[config.mk]
export PLATFORM = sky130hd
export DESIGN_NAME = aacr_config_regs
export DESIGN_NICKNAME = d
export VERILOG_FILES = /design/src/verilog/aacr_pkg.sv /design/src/verilog/aacr_volume_ramp.sv /design/src/verilog/aacr_config_regs.sv
export SDC_FILE = /design/constraint.sdc
export NUM_CORES = 1
export LEC_CHECK = 0
export ABC_AREA = 0
export BUFFER_PORTS_ARGS = -buffer_cell sky130_fd_sc_hd__buf_2
export CORE_ASPECT_RATIO = 2
export CORE_MARGIN = 2
export CORE_UTILIZATION = 40
export CTS_CLUSTER_DIAMETER = 40
export CTS_CLUSTER_SIZE = 30
export DETAILED_ROUTE_END_ITERATION = 6
export GPL_ROUTABILITY_DRIVEN = 1
export SYNTH_ARGS = -nofsm -noshare
export SYNTH_HDL_FRONTEND = slang
export SYNTH_HIERARCHICAL = 1
export SYNTH_SLANG_ARGS = --single-unit
[constraint.sdc]
create_clock -name CLK_SYS -period 2.7 [get_ports CLK_SYS]
set_clock_uncertainty 0.2 [all_clocks]
set_input_delay 0.405 -clock CLK_SYS [delete_from_list [all_inputs] [get_ports CLK_SYS]]
set_output_delay 0.405 -clock CLK_SYS [all_outputs]
set_load 0.01 [all_outputs]
[src/verilog/aacr_pkg.sv]
// constants, types and carriers of the amplifier configuration register bank
// assumes one synchronous register port driven by a control-bus front end
package aacr_pkg;

  // ----------------------------------------------------------------
  // register offsets
  // ----------------------------------------------------------------
  localparam logic [7:0] ADDR_SERIAL_PORT = 8'h03; // serial_port_setup
  localparam logic [7:0] ADDR_CHANNEL_STATE = 8'h04; // channel_state_select
  localparam logic [7:0] ADDR_VOLUME_FIRST = 8'h05; // channel1_volume
  localparam logic [7:0] ADDR_VOLUME_LAST = 8'h08; // channel4_volume
  localparam logic [7:0] ADDR_LOAD_CHECK = 8'h09; // load_check_control
  localparam logic [7:0] ADDR_THRESH_CH12 = 8'h0a; // short_threshold_ch12
  localparam logic [7:0] ADDR_THRESH_CH34 = 8'h0b; // short_threshold_ch34

  // ----------------------------------------------------------------
  // reset values
  // ----------------------------------------------------------------
  localparam logic [7:0] RST_SERIAL_PORT = 8'h04; // i2s, 44.1 khz
  localparam logic [7:0] RST_CHANNEL_STATE = 8'h55; // all high impedance
  localparam logic [7:0] RST_VOLUME = 8'hcf; // 0 db
  localparam logic [7:0] RST_LOAD_CHECK = 8'h00; // all off
  localparam logic [7:0] RST_THRESH = 8'h11; // 1 ohm on both channels

  // ----------------------------------------------------------------
  // field positions and limits
  // ----------------------------------------------------------------
  localparam int CHANNELS = 4; // amplifier channels
  localparam int STATE_FIELD_W = 2; // state bits per channel
  localparam int THRESH_FIELD_W = 4; // threshold bits per channel
  localparam int ABORT_BIT = 7; // diag_abort in load_check_control
  localparam logic [7:0] VOLUME_MUTE_BELOW = 8'h07; // lowest audible code
  localparam logic [3:0] THRESH_MAX = 4'h9; // 5 ohm, last defined code
  localparam logic [2:0] FS_DIV_ONE = 3'h0; // last count at 1 frame_sync/step
  localparam logic [1:0] RATE_SEL_ZERO = 2'h0; // ramp rate field origin

  // ----------------------------------------------------------------
  // encodings
  // ----------------------------------------------------------------
  typedef enum logic [1:0] {
    RATE_44K1 = 2'b00,
    RATE_48K = 2'b01,
    RATE_96K = 2'b10,
    RATE_RESERVED = 2'b11
  } aacr_rate_type;

  typedef enum logic [2:0] {
    FMT_RJ24 = 3'b000,
    FMT_RJ20 = 3'b001,
    FMT_RJ18 = 3'b010,
    FMT_RJ16 = 3'b011,
    FMT_I2S = 3'b100,
    FMT_LJ = 3'b101,
    FMT_DSP = 3'b110,
    FMT_RESERVED = 3'b111
  } aacr_format_type;

  typedef enum logic [1:0] {
    MODE_PLAY = 2'b00,
    MODE_HIGH_IMPEDANCE = 2'b01,
    MODE_MUTE = 2'b10,
    MODE_LOAD_CHECK = 2'b11
  } aacr_chan_mode_type;

  // ----------------------------------------------------------------
  // carriers; bit order matches the register layout exactly
  // ----------------------------------------------------------------
  typedef struct packed {
    aacr_rate_type sample_rate_sel; // bits 7-6
    logic slot_half_select; // bit 5, 1 = last four slots
    logic slot_size_16; // bit 4, 1 = 16-bit slots
    logic slot_swap; // bit 3, 1 = swapped
    aacr_format_type input_format; // bits 2-0
  } aacr_serial_cfg_type;

  typedef struct packed {
    logic diag_abort; // bit 7
    logic double_ramp; // bit 6
    logic double_settle; // bit 5
    logic [2:0] spare; // bits 4-2, stored only
    logic line_out_check_en; // bit 1
    logic auto_check_skip; // bit 0
  } aacr_diag_cfg_type;

  typedef struct packed {
    logic wr_en; // write strobe, one cycle
    logic rd_en; // read strobe, one cycle
    logic [7:0] addr; // register offset
    logic [7:0] wr_data; // write byte
  } aacr_reg_req_type;

  typedef struct packed {
    logic rd_valid; // read answer marker
    logic [7:0] rd_data; // read byte
  } aacr_reg_rsp_type;

endpackage

[src/verilog/aacr_volume_ramp.sv]
// one channel of gradual volume movement toward a written gain code
// assumes step_en is a one-cycle pulse from the frame-sync divider
`timescale 1ns/1ps

module aacr_volume_ramp import aacr_pkg::*; (
  input wire logic clk,
  input wire logic arst_n,
  input wire logic step_en,
  input wire logic [7:0] target,
  output logic [7:0] gain,
  output logic mute
);

  // ----------------------------------------------------------------
  // state
  // ----------------------------------------------------------------
  typedef struct packed {
    logic [7:0] gain; // applied gain code
    logic mute; // applied code below audible range
  } aacr_ramp_state_type;

  aacr_ramp_state_type st; // registered state
  aacr_ramp_state_type next_st; // next state

  // one code (0.5 db) per step toward the target
  always_comb begin
    next_st = st;
    if (step_en) begin
      if (st.gain < target) begin
        next_st.gain = st.gain + 8'h01;
      end else if (st.gain > target) begin
        next_st.gain = st.gain - 8'h01;
      end
    end
    next_st.mute = next_st.gain < VOLUME_MUTE_BELOW;
  end

  // state register, reset to 0 db unmuted
  always_ff @(posedge clk or negedge arst_n) begin
    if (!arst_n) begin
      st <= '{gain: RST_VOLUME, mute: 1'b0};
    end else begin
      st <= next_st;
    end
  end

  assign gain = st.gain;
  assign mute = st.mute;

endmodule // aacr_volume_ramp

[src/verilog/aacr_config_regs.sv]
// configuration register bank of a four-channel digital audio amplifier
// assumes a control-bus front end that presents one byte access per strobe,
// a frame-sync pulse from the serial port and per-channel fault levels
`timescale 1ns/1ps

// What this block does
// - sample-rate field selects 44.1, 48, 96 kHz
// - slot-half bit picks first or last four slots
// - slot-size bit selects 16-bit versus wider slots
// - slot-swap bit selects swapped slot assignment
// - format field selects justified, i2s, dsp formats
// - two-bit state field per channel, four modes
// - state register resets to all high impedance
// - four volume registers at offsets 0x05-0x08
// - half-db volume codes, below 0x07 mutes
// - writing abort bit stops running diagnostic
// - bits six and five double ramp, settle
// - bit one enables line-output diagnostics
// - skip bit blocks automatic diagnostic starts
// - four-bit shorted-load threshold per channel, reset 1 ohm
// - volume moves one step per 1-8 frames
module aacr_config_regs import aacr_pkg::*; (
  input wire logic CLK_SYS,
  input wire logic ARST_N,
  input wire aacr_reg_req_type REG_REQ,
  output aacr_reg_rsp_type REG_RSP,
  input wire logic FRAME_SYNC,
  input wire logic [1:0] VOLUME_STEP_RATE,
  input wire logic [3:0] CH_FAULT,
  output aacr_serial_cfg_type SERIAL_CFG,
  output logic SERIAL_CFG_RESERVED,
  output logic [7:0] CH_STATE_SEL,
  output logic [31:0] CH_GAIN,
  output logic [3:0] CH_MUTE,
  output aacr_diag_cfg_type DIAG_CFG,
  output logic DIAG_ABORT_PULSE,
  output logic [3:0] DIAG_START,
  output logic [15:0] SHORT_THRESHOLD,
  output logic [3:0] SHORT_THRESHOLD_RESERVED
);

  // ----------------------------------------------------------------
  // state
  // ----------------------------------------------------------------
  typedef struct packed {
    logic [7:0] serial_port_setup; // serial audio port fields
    logic [7:0] channel_state_select; // per-channel mode request
    logic [3:0][7:0] channel_volume; // target gain codes, ch1 at [0]
    logic [7:0] load_check_control; // diagnostic control
    logic [7:0] short_threshold_ch12; // ch1 high nibble, ch2 low
    logic [7:0] short_threshold_ch34; // ch3 high nibble, ch4 low
    aacr_reg_rsp_type rsp; // read answer
    logic [2:0] fs_count; // frame syncs seen since last step
    logic step_en; // one-cycle ramp step
    logic [3:0] fault_prev; // fault levels one cycle ago
    logic abort_pulse; // abort written this cycle
    logic [3:0] diag_start; // automatic or requested diag start
    logic serial_reserved; // reserved rate or format held
    logic [3:0] thresh_reserved; // reserved threshold code held
  } aacr_state_type;

  aacr_state_type st; // registered state
  aacr_state_type next_st; // next state
  logic [3:0][7:0] ramp_gain; // applied gain per channel
  logic [3:0] ramp_mute; // applied mute per channel

  // ----------------------------------------------------------------
  // helpers
  // ----------------------------------------------------------------

  // mode field of one channel; ch1 sits in the top two bits
  function automatic aacr_chan_mode_type mode_of(input logic [7:0] r, input int ch);
    logic [1:0] f;
    f = r[(CHANNELS - 1 - ch) * STATE_FIELD_W +: STATE_FIELD_W];
    return aacr_chan_mode_type'(f);
  endfunction

  // threshold nibble of one channel across the two threshold registers
  function automatic logic [3:0] thresh_of(input logic [15:0] r, input int ch);
    return r[(CHANNELS - 1 - ch) * THRESH_FIELD_W +: THRESH_FIELD_W];
  endfunction

  // last frame-sync count before a step: 0, 1, 3 or 7
  function automatic logic [2:0] fs_last(input logic [1:0] rate);
    logic [3:0] span;
    span = 4'h1 << rate;
    return 3'(span - 4'h1);
  endfunction

  // true when the byte lands on a mapped register
  function automatic logic is_mapped(input logic [7:0] a);
    return (a >= ADDR_SERIAL_PORT) && (a <= ADDR_THRESH_CH34);
  endfunction

  // ----------------------------------------------------------------
  // next-state logic
  // ----------------------------------------------------------------
  always_comb begin
    logic [7:0] wd; // write byte
    logic [7:0] rd; // read byte
    logic [1:0] vidx; // volume register index
    logic skip; // automatic diagnostics bypassed
    logic [15:0] thr; // both threshold registers
    aacr_serial_cfg_type scfg; // serial setup, decoded view
    skip = 1'b0;
    thr = 16'h0000;
    scfg = '0;
    wd = REG_REQ.wr_data;
    rd = 8'h00;
    vidx = 2'(REG_REQ.addr - ADDR_VOLUME_FIRST);
    next_st = st;

    // one-cycle outputs fall unless set below
    next_st.rsp.rd_valid = 1'b0;
    next_st.abort_pulse = 1'b0;
    next_st.diag_start = 4'h0;
    next_st.step_en = 1'b0;

    // register writes; every field stores as written, reserved codes too
    if (REG_REQ.wr_en) begin
      case (REG_REQ.addr)
        ADDR_SERIAL_PORT: begin
          next_st.serial_port_setup = wd;
        end
        ADDR_CHANNEL_STATE: begin
          next_st.channel_state_select = wd;
        end
        ADDR_LOAD_CHECK: begin
          next_st.load_check_control = wd;
          // abort acts on the write of a one, not on the stored level
          next_st.abort_pulse = wd[ABORT_BIT];
        end
        ADDR_THRESH_CH12: begin
          next_st.short_threshold_ch12 = wd;
        end
        ADDR_THRESH_CH34: begin
          next_st.short_threshold_ch34 = wd;
        end
        default: begin
          // volume block is a contiguous range; anything else is dropped
          if (REG_REQ.addr >= ADDR_VOLUME_FIRST && REG_REQ.addr <= ADDR_VOLUME_LAST) begin
            next_st.channel_volume[vidx] = wd;
          end
        end
      endcase
    end

    // register reads return the value before a same-cycle write
    if (REG_REQ.rd_en) begin
      case (REG_REQ.addr)
        ADDR_SERIAL_PORT: begin
          rd = st.serial_port_setup;
        end
        ADDR_CHANNEL_STATE: begin
          rd = st.channel_state_select;
        end
        ADDR_LOAD_CHECK: begin
          rd = st.load_check_control;
        end
        ADDR_THRESH_CH12: begin
          rd = st.short_threshold_ch12;
        end
        ADDR_THRESH_CH34: begin
          rd = st.short_threshold_ch34;
        end
        default: begin
          // unmapped offsets read as zero but still answer
          if (is_mapped(REG_REQ.addr)) begin
            rd = st.channel_volume[vidx];
          end
        end
      endcase
      next_st.rsp.rd_valid = 1'b1;
      next_st.rsp.rd_data = rd;
    end

    // frame-sync divider for the volume ramp
    if (FRAME_SYNC) begin
      if (st.fs_count >= fs_last(VOLUME_STEP_RATE)) begin
        next_st.fs_count = FS_DIV_ONE;
        next_st.step_en = 1'b1;
      end else begin
        next_st.fs_count = st.fs_count + 3'h1;
      end
    end

    // automatic diagnostic starts, watched against the new register values
    skip = next_st.load_check_control[0];
    next_st.fault_prev = CH_FAULT;
    for (int ch = 0; ch < CHANNELS; ch++) begin
      // leaving high impedance, or a fresh fault, starts a check
      if (!skip) begin
        if (mode_of(st.channel_state_select, ch) == MODE_HIGH_IMPEDANCE
            && mode_of(next_st.channel_state_select, ch) != MODE_HIGH_IMPEDANCE) begin
          next_st.diag_start[ch] = 1'b1;
        end
        if (CH_FAULT[ch] && !st.fault_prev[ch]) begin
          next_st.diag_start[ch] = 1'b1;
        end
      end
      // an explicit diagnostic request starts one whatever the skip bit says
      if (mode_of(st.channel_state_select, ch) != MODE_LOAD_CHECK
          && mode_of(next_st.channel_state_select, ch) == MODE_LOAD_CHECK) begin
        next_st.diag_start[ch] = 1'b1;
      end
    end
    // no start while abort is held set; the host clears it first
    if (next_st.load_check_control[ABORT_BIT]) begin
      next_st.diag_start = 4'h0;
    end

    // reserved-code flags for the consumers of the fields
    scfg = aacr_serial_cfg_type'(next_st.serial_port_setup);
    next_st.serial_reserved = (scfg.sample_rate_sel == RATE_RESERVED)
      || (scfg.input_format == FMT_RESERVED);
    thr = {next_st.short_threshold_ch12, next_st.short_threshold_ch34};
    for (int ch = 0; ch < CHANNELS; ch++) begin
      next_st.thresh_reserved[ch] = thresh_of(thr, ch) > THRESH_MAX;
    end
  end

  // ----------------------------------------------------------------
  // state register
  // ----------------------------------------------------------------
  always_ff @(posedge CLK_SYS or negedge ARST_N) begin
    if (!ARST_N) begin
      st.serial_port_setup <= RST_SERIAL_PORT;
      st.channel_state_select <= RST_CHANNEL_STATE;
      st.channel_volume <= {CHANNELS{RST_VOLUME}};
      st.load_check_control <= RST_LOAD_CHECK;
      st.short_threshold_ch12 <= RST_THRESH;
      st.short_threshold_ch34 <= RST_THRESH;
      st.rsp <= '0;
      st.fs_count <= FS_DIV_ONE;
      st.step_en <= 1'b0;
      st.fault_prev <= 4'h0;
      st.abort_pulse <= 1'b0;
      st.diag_start <= 4'h0;
      st.serial_reserved <= 1'b0;
      st.thresh_reserved <= 4'h0;
    end else begin
      st <= next_st;
    end
  end

  // ----------------------------------------------------------------
  // volume ramps, one per channel
  // ----------------------------------------------------------------
  // the ramp follows the target even in mute or high impedance, so a
  // later return to play resumes at the current code without a jump
  for (genvar ch = 0; ch < CHANNELS; ch++) begin : g_ramp
    aacr_volume_ramp u_ramp (
      .clk(CLK_SYS),
      .arst_n(ARST_N),
      .step_en(st.step_en),
      .target(st.channel_volume[ch]),
      .gain(ramp_gain[ch]),
      .mute(ramp_mute[ch])
    );
  end

  // ----------------------------------------------------------------
  // outputs, all taken from flip-flops
  // ----------------------------------------------------------------
  assign REG_RSP = st.rsp;
  assign SERIAL_CFG = aacr_serial_cfg_type'(st.serial_port_setup);
  assign SERIAL_CFG_RESERVED = st.serial_reserved;
  assign CH_STATE_SEL = st.channel_state_select;
  assign CH_GAIN = ramp_gain;
  assign CH_MUTE = ramp_mute;
  assign DIAG_CFG = aacr_diag_cfg_type'(st.load_check_control);
  assign DIAG_ABORT_PULSE = st.abort_pulse;
  assign DIAG_START = st.diag_start;
  assign SHORT_THRESHOLD = {st.short_threshold_ch12, st.short_threshold_ch34};
  assign SHORT_THRESHOLD_RESERVED = st.thresh_reserved;

endmodule // aacr_config_regs

==> results.toml, run 1 <==
[setup_path]
worstSetupStartpointType = "flop"
path_delay_family = "simple AND/OR/NAND/NOR gates"
cp.arrival_ns = 2.86
cp_cell_sequence = "ha_4, nand4_1, nor2_2, or4_4, buf_6, or4_4, o21ai_4, xor2_2, nor4_2"
endpoint_kind = "flop"
cp_common_cell = "or4_4"
critPathRequiredTime_ns = 2.84
worst_path_max_delay_cell = "dfstp_2"
criticalPathCategory = "flop to flop"
crit_buf_inv = 1
slowest_delay_ns = 0.59
critical_path.max_fanout = 3
reg2reg_slack_ns = -0.02

[yosys]
async_reset_ff_frac = 1.00
synth-edff-count = 0
synth-main-ff-cell = "dfrtp_1"
synth_seq_cells = 135
synth_area_per_cell_um2 = 10.3
syn-instance-count = 891
yosysUniqueCellTypes = 71
synth_seq_area_share = 0.376
syn-num-nets = 970
yosysWarnings = 6
syn_area_um2 = 9170

[global_route]
overflow = 0
antenna_found_initial = 2
grt_max_degree = 57
gr-usage-all-layers = 0.222
grt_pass1_vias = 8003
grt_pass1_wl_mm = 42.2

[sta]
hold_slack_ns = 0.0350
rsz0062_at_grt = "yes"
worst_slew_pin_slew_ns = 0.635
max_freq_ghz = 0.367
setup_slack_ns = -0.0236
fin_crit_ns = 2.72
period_share = 1.01
slew-limit-headroom = 0.577
final_max_slew_viol_count = 0
hold_viol = 0
setup_viol_count_final = 1

[detailed_routing]
routed_wl_mm = 26.8
via_count = 7659
detail_route.wl_per_cell_um = 19.6
first_iter_violations = 393
drc = 0
via_per_inst = 5.59
drtAntennaViolNets = 0
drt_pass1_iterations = 5

[layout]
nets = 1153
syn_to_final_growth_pct = 28.6
fill_cells = 2058
seq_area_um2 = 3450
fin_area_um2 = 11800
fin_util = 0.521
multi_input_area_um2 = 5410
fin_cells = 1369
drive_above_1_share = 0.517

[place]
globalplace.congestion = 0.922
numPortBuffers = 121
dpl_cell_area_um2 = 10500
hpwl_mm = 19.9
post-place-cells = 1319

[pwr]
p_sw_uw = 5020
ir_worst_vdd_mv = 0.438
power_density_nw_per_um2 = 1020
p_sw_frac = 0.419
power_uw = 12000
pwr-share-comb = 0.573
p_int_uw = 6960
p_clk_frac = 0.185
p_leak_uw = 0.00521
seq_power_share = 0.242

[die]
fp-row-count = 78
initial_core_util = 0.405
core_area_um2 = 22600
ioPinCount = 122
die_w_um = 111
chipHeight_um = 218
dieArea_um2 = 24200

[clock_network]
htreeDepth = 4
clk_pin_slew_worst_paths_ns = 0.06
clockBufferDepth = 2
cts_root_buffer = "clkbuf_16"
cts_tree = "yes"
clock_latency_ns = 0.43
cts_sinks = 135
cts_buffers = 17

[min_path]
hold_class = "input port to flop"

[run_status]
violations = "negative setup slack"
status = "finished with violations"

[run]
maxCapViolations = 0
==> path summary, 6_finish.rpt <==
kind	from	to	cells after the start
setup / recovery	g_ramp[3].u_ramp/gain[1]	g_ramp[3].u_ramp/mute	9
hold / removal	FRAME_SYNC	st[15]	2
setup reg to reg	g_ramp[3].u_ramp/gain[1]	g_ramp[3].u_ramp/mute	9
hold reg to reg	CH_STATE_SEL[6]	CH_STATE_SEL[6]	2
max in group asynchronous	ARST_N	CH_STATE_SEL[6]	3
min in group asynchronous	ARST_N	g_ramp[1].u_ramp/mute	2
==> metrics by stage <==
stage | setup WS [ns] | TNS [ns]
after detailed placement | -0.148 | -0.633
after global placement | -0.111 | -0.382
after floorplan | 0.0113 | 0
final | -0.0236 | -0.0236
after CTS | -0.0759 | -0.256
after global routing | -0.124 | -0.385
==> layout make-up <==
class,count,area share
diodes,2,0.000424
clock buffers,21,0.0399
clock inverters,11,0.00753
inverters,60,0.0191
multi-input cells,592,0.458
flip-flops and latches,135,0.292
well taps,280,0.0297
repair buffers,268,0.153
==> layer usage <==
metal / GRT usage / part of all wire / vias to the layer above
met5: 0 / 0 / -
met4: 0.127 / 0.057 / 0
met3: 0.0391 / 0.036 / 91
met2: 0.431 / 0.56 / 226
met1: 0.217 / 0.35 / 3786
li1: - / - / 3556
==> layout by cell type (no fill, tap or decap), types with 7 or more instances in the layout <==
cell / instances
dfstp_2: 57
a22o_1: 8
xor2_1: 8
inv_1: 48
ha_1: 28
o21a_1: 8
nand4_1: 15
nand2_1: 75
inv_2: 12
buf_4: 134
nand2b_1: 9
mux4_2: 8
a21oi_2: 8
nand4b_1: 8
nand3_1: 25
clkbuf_16: 17
a222oi_1: 8
or4_4: 8
a2111oi_4: 8
ha_4: 24
dfrtp_1: 78
o211ai_1: 12
or3_1: 7
o21ai_0: 18
a21o_1: 9
xnor2_1: 8
a31oi_1: 14
a21oi_1: 26
nor2_1: 34
buf_2: 120
mux2_2: 65
==> power groups by stage <==
stage / clock network [uW] / logic, uW / registers (uW)
5_1_grt: 2340 / 7440 / 2940
6_report: 2220 / 6860 / 2900
3_3_place_gp: 0 / 5810 / 2840
3_5_place_dp: 0 / 5880 / 2840
4_1_cts: 2260 / 6560 / 2900
2_1_floorplan: 0 / 3360 / 3060
==> cell usage after synthesis (all sizes together), types with 16 or more instances <==
master / instances / area share
dfrtp: 78 / 0.21
nand2: 75 / 0.031
buf: 72 / 0.058
mux2: 69 / 0.086
inv: 60 / 0.025
dfstp: 57 / 0.16
ha: 52 / 0.071
nor2: 39 / 0.017
a21oi: 36 / 0.021
clkbuf: 32 / 0.017
o21ai: 30 / 0.018
nand3: 28 / 0.016
nand4: 19 / 0.016
o211ai: 16 / 0.015
==> worst reg2reg max path, stage by stage (launching register included) <==
cell and delay [ns]:
dfstp_2 0.59, ha_4 0.22, nand4_1 0.12, nor2_2 0.05, or4_4 0.42, buf_6 0.14
or4_4 0.42, o21ai_4 0.16, xor2_2 0.09, nor4_2 0.23
==> cell families (layout without fill, tap and decap cells) <==
kind of cell	count (synthesis)	after routing	synth area share
and+or+nand+nor	245	245	0.150
AOI/OAI and AO/OA	198	198	0.174
buffers and inverters	164	360	0.100
DFF	135	135	0.376
muxes	77	77	0.106
adders and majority gates	52	52	0.0709
xor gates and xnor gates	20	20	0.0224
other	0	2	0
==> timing repair <==
item,4_1_cts,5_1_grt
pin swaps,50,15
hold endpoints to repair,35,0
gates resized for setup,74,24
hold buffers,5,0
buffers inserted,13,0
endpoints found under the setup margin,6,8
Power figures use the tool's default switching activity.
==> run 2: changes to the inputs <==
--- a/config.mk
+++ b/config.mk
@@ -14,6 +14,7 @@
 export CTS_CLUSTER_SIZE = 30
 export DETAILED_ROUTE_END_ITERATION = 6
 export GPL_ROUTABILITY_DRIVEN = 1
+export SKIP_LAST_GASP = 1
 export SYNTH_ARGS = -nofsm -noshare
 export SYNTH_HDL_FRONTEND = slang
 export SYNTH_HIERARCHICAL = 1
==> results.toml, run 2 (synthesis gave the netlist of run 1 again) <==
[setup_path]
worst_path_max_delay_cell = "dfstp_2"
path_delay_family = "compound AO/OA/AOI/OAI gates"
crit_buf_inv = 2
cp_cell_sequence = "inv_2, ha_4, nor2b_1, o211ai_2, a21o_1, buf_4, a21o_1, a2111oi_4, o22ai_1, nor4_2"
worstSetupStartpointType = "flop"
cp.arrival_ns = 2.88
endpoint_kind = "flop"
critPathRequiredTime_ns = 2.84
rr_worst_depth = 10
r2r-end = "g_ramp[2].u_ramp/mute"
slowest_delay_ns = 0.54
cp_common_cell = "a21o_1"
criticalPathCategory = "flop to flop"
reg2reg_slack_ns = -0.04
critical_path.max_fanout = 7

[sta]
rsz0062_at_grt = "yes"
fin_crit_ns = 2.74
hold_slack_ns = 0.0350
max_freq_ghz = 0.365
final_max_slew_viol_count = 0
hold_viol = 0
setup_slack_ns = -0.0376
worst_slew_pin_slew_ns = 0.631
slew-limit-headroom = 0.579
period_share = 1.01
setup_viol_count_final = 4

[clock_network]
cts_buffers = 17
clock_latency_ns = 0.43
cts_root_buffer = "clkbuf_16"
cts_sinks = 135
htreeDepth = 4
clockBufferDepth = 2
clk_pin_slew_worst_paths_ns = 0.06
cts_tree = "yes"

[pwr]
p_sw_uw = 4940
seq_power_share = 0.244
power_uw = 11800
p_int_uw = 6870
p_leak_uw = 0.00520
pwr-share-comb = 0.568
ir_worst_vdd_mv = 0.443
p_sw_frac = 0.418
power_density_nw_per_um2 = 1010
p_clk_frac = 0.188

[place]
hpwl_mm = 19.9
post-place-cells = 1319
globalplace.congestion = 0.922
numPortBuffers = 121

[global_route]
antenna_found_initial = 2
gr-usage-all-layers = 0.221
grt_pass1_wl_mm = 42.0
grt_pass1_vias = 7964
grt_max_degree = 57
overflow = 0

[run_status]
status = "finished with violations"
violations = "negative setup slack"

[detailed_routing]
drtAntennaViolNets = 0
drt_pass1_iterations = 6
first_iter_violations = 379
via_count = 7691
routed_wl_mm = 26.7
drc = 0
detail_route.wl_per_cell_um = 19.5
via_per_inst = 5.62

[min_path]
min_delay_path_depth = 2
hold_path_end = "st[15]"
min_from = "FRAME_SYNC"
hold_class = "input port to flop"

[die]
die_w_um = 111
core_area_um2 = 22600
chipHeight_um = 218
fp-row-count = 78
initial_core_util = 0.405
dieArea_um2 = 24200
ioPinCount = 122

[layout]
nets = 1153
fin_util = 0.517
final_cell_mix = "buf_4, buf_2, dfrtp_1"
layout_commonest_cell = "buf_4"
drive_above_1_share = 0.508
fin_cells = 1369
syn_to_final_growth_pct = 27.6

[run]
maxCapViolations = 0
-- run 2: cell types whose count changed in the layout (fill, tap and decap cells not counted), moves of 2 or more --
| cell | previous run | this run |
|---|---|---|
| ha_1 | 28 | 32 |
| ha_4 | 24 | 20 |
| inv_1 | 48 | 51 |
| inv_2 | 12 | 9 |
| a2111oi_0 | 0 | 2 |
| a2111oi_1 | 4 | 2 |
-- run 2: worst max-delay path by stage --
stage	depth (start not counted)	slack, ns	end
4_1_cts	10	-0.11	g_ramp[3].u_ramp/mute
3_5_place_dp	10	-0.15	g_ramp[3].u_ramp/mute
5_1_grt	10	-0.18	g_ramp[2].u_ramp/mute
3_3_place_gp	10	-0.11	g_ramp[3].u_ramp/mute
2_1_floorplan	9	0.01	g_ramp[3].u_ramp/mute
6_report	10	-0.04	g_ramp[2].u_ramp/mute
-- run 2: per-layer routing --
| metal | up-vias | GRT usage | part of all wire |
|---|---|---|---|
| met5 | - | 0 | 0 |
| met4 | 0 | 0.129 | 0.054 |
| met3 | 84 | 0.0397 | 0.036 |
| met2 | 223 | 0.427 | 0.56 |
| met1 | 3825 | 0.216 | 0.35 |
| li1 | 3559 | - | - |
-- run 2: area by class of cell --
type,instances,area [um^2]
flip-flops and latches,135,3450
fillers,2061,10900
inverters,60,225
clock inverters,11,88.8
multi-input cells,592,5310
clock buffers,21,470
well taps,280,350
repair buffers,268,1800
diodes,2,5.00
-- run 2: worst reg2reg max path, cell delays in order, from the launching register on --
cell and delay, ns:
dfstp_2 0.54, inv_2 0.05, ha_4 0.26, nor2b_1 0.16, o211ai_2 0.11, a21o_1 0.25, buf_4 0.18, a21o_1 0.19
a2111oi_4 0.36, o22ai_1 0.14, nor4_2 0.22
-- run 2: metrics by stage --
step	setup TNS, ns	cell area [um^2]	setup WS [ns]
floorplan	0	9170	0.0113
global placement	-0.382	10500	-0.111
detailed placement	-0.633	10500	-0.148
CTS	-0.313	11600	-0.108
global route	-0.546	11700	-0.185
finish	-0.0750	11700	-0.0376
-- run 2: power by group through the flow --
stage               sequential, uW  combinational [uW]  clock, uW
floorplan                     3060                3360          0
global placement              2840                5810          0
detailed placement            2840                5880          0
CTS                           2880                6520       2260
global route                  2930                7290       2340
finish                        2880                6710       2220
-- run 2: timing repair --
item,4_1_cts,5_1_grt
pin swaps,50,12
endpoints found under the setup margin,6,11
hold buffers,5,0
buffers inserted,13,0
hold endpoints to repair,35,0
resized for setup,65,18
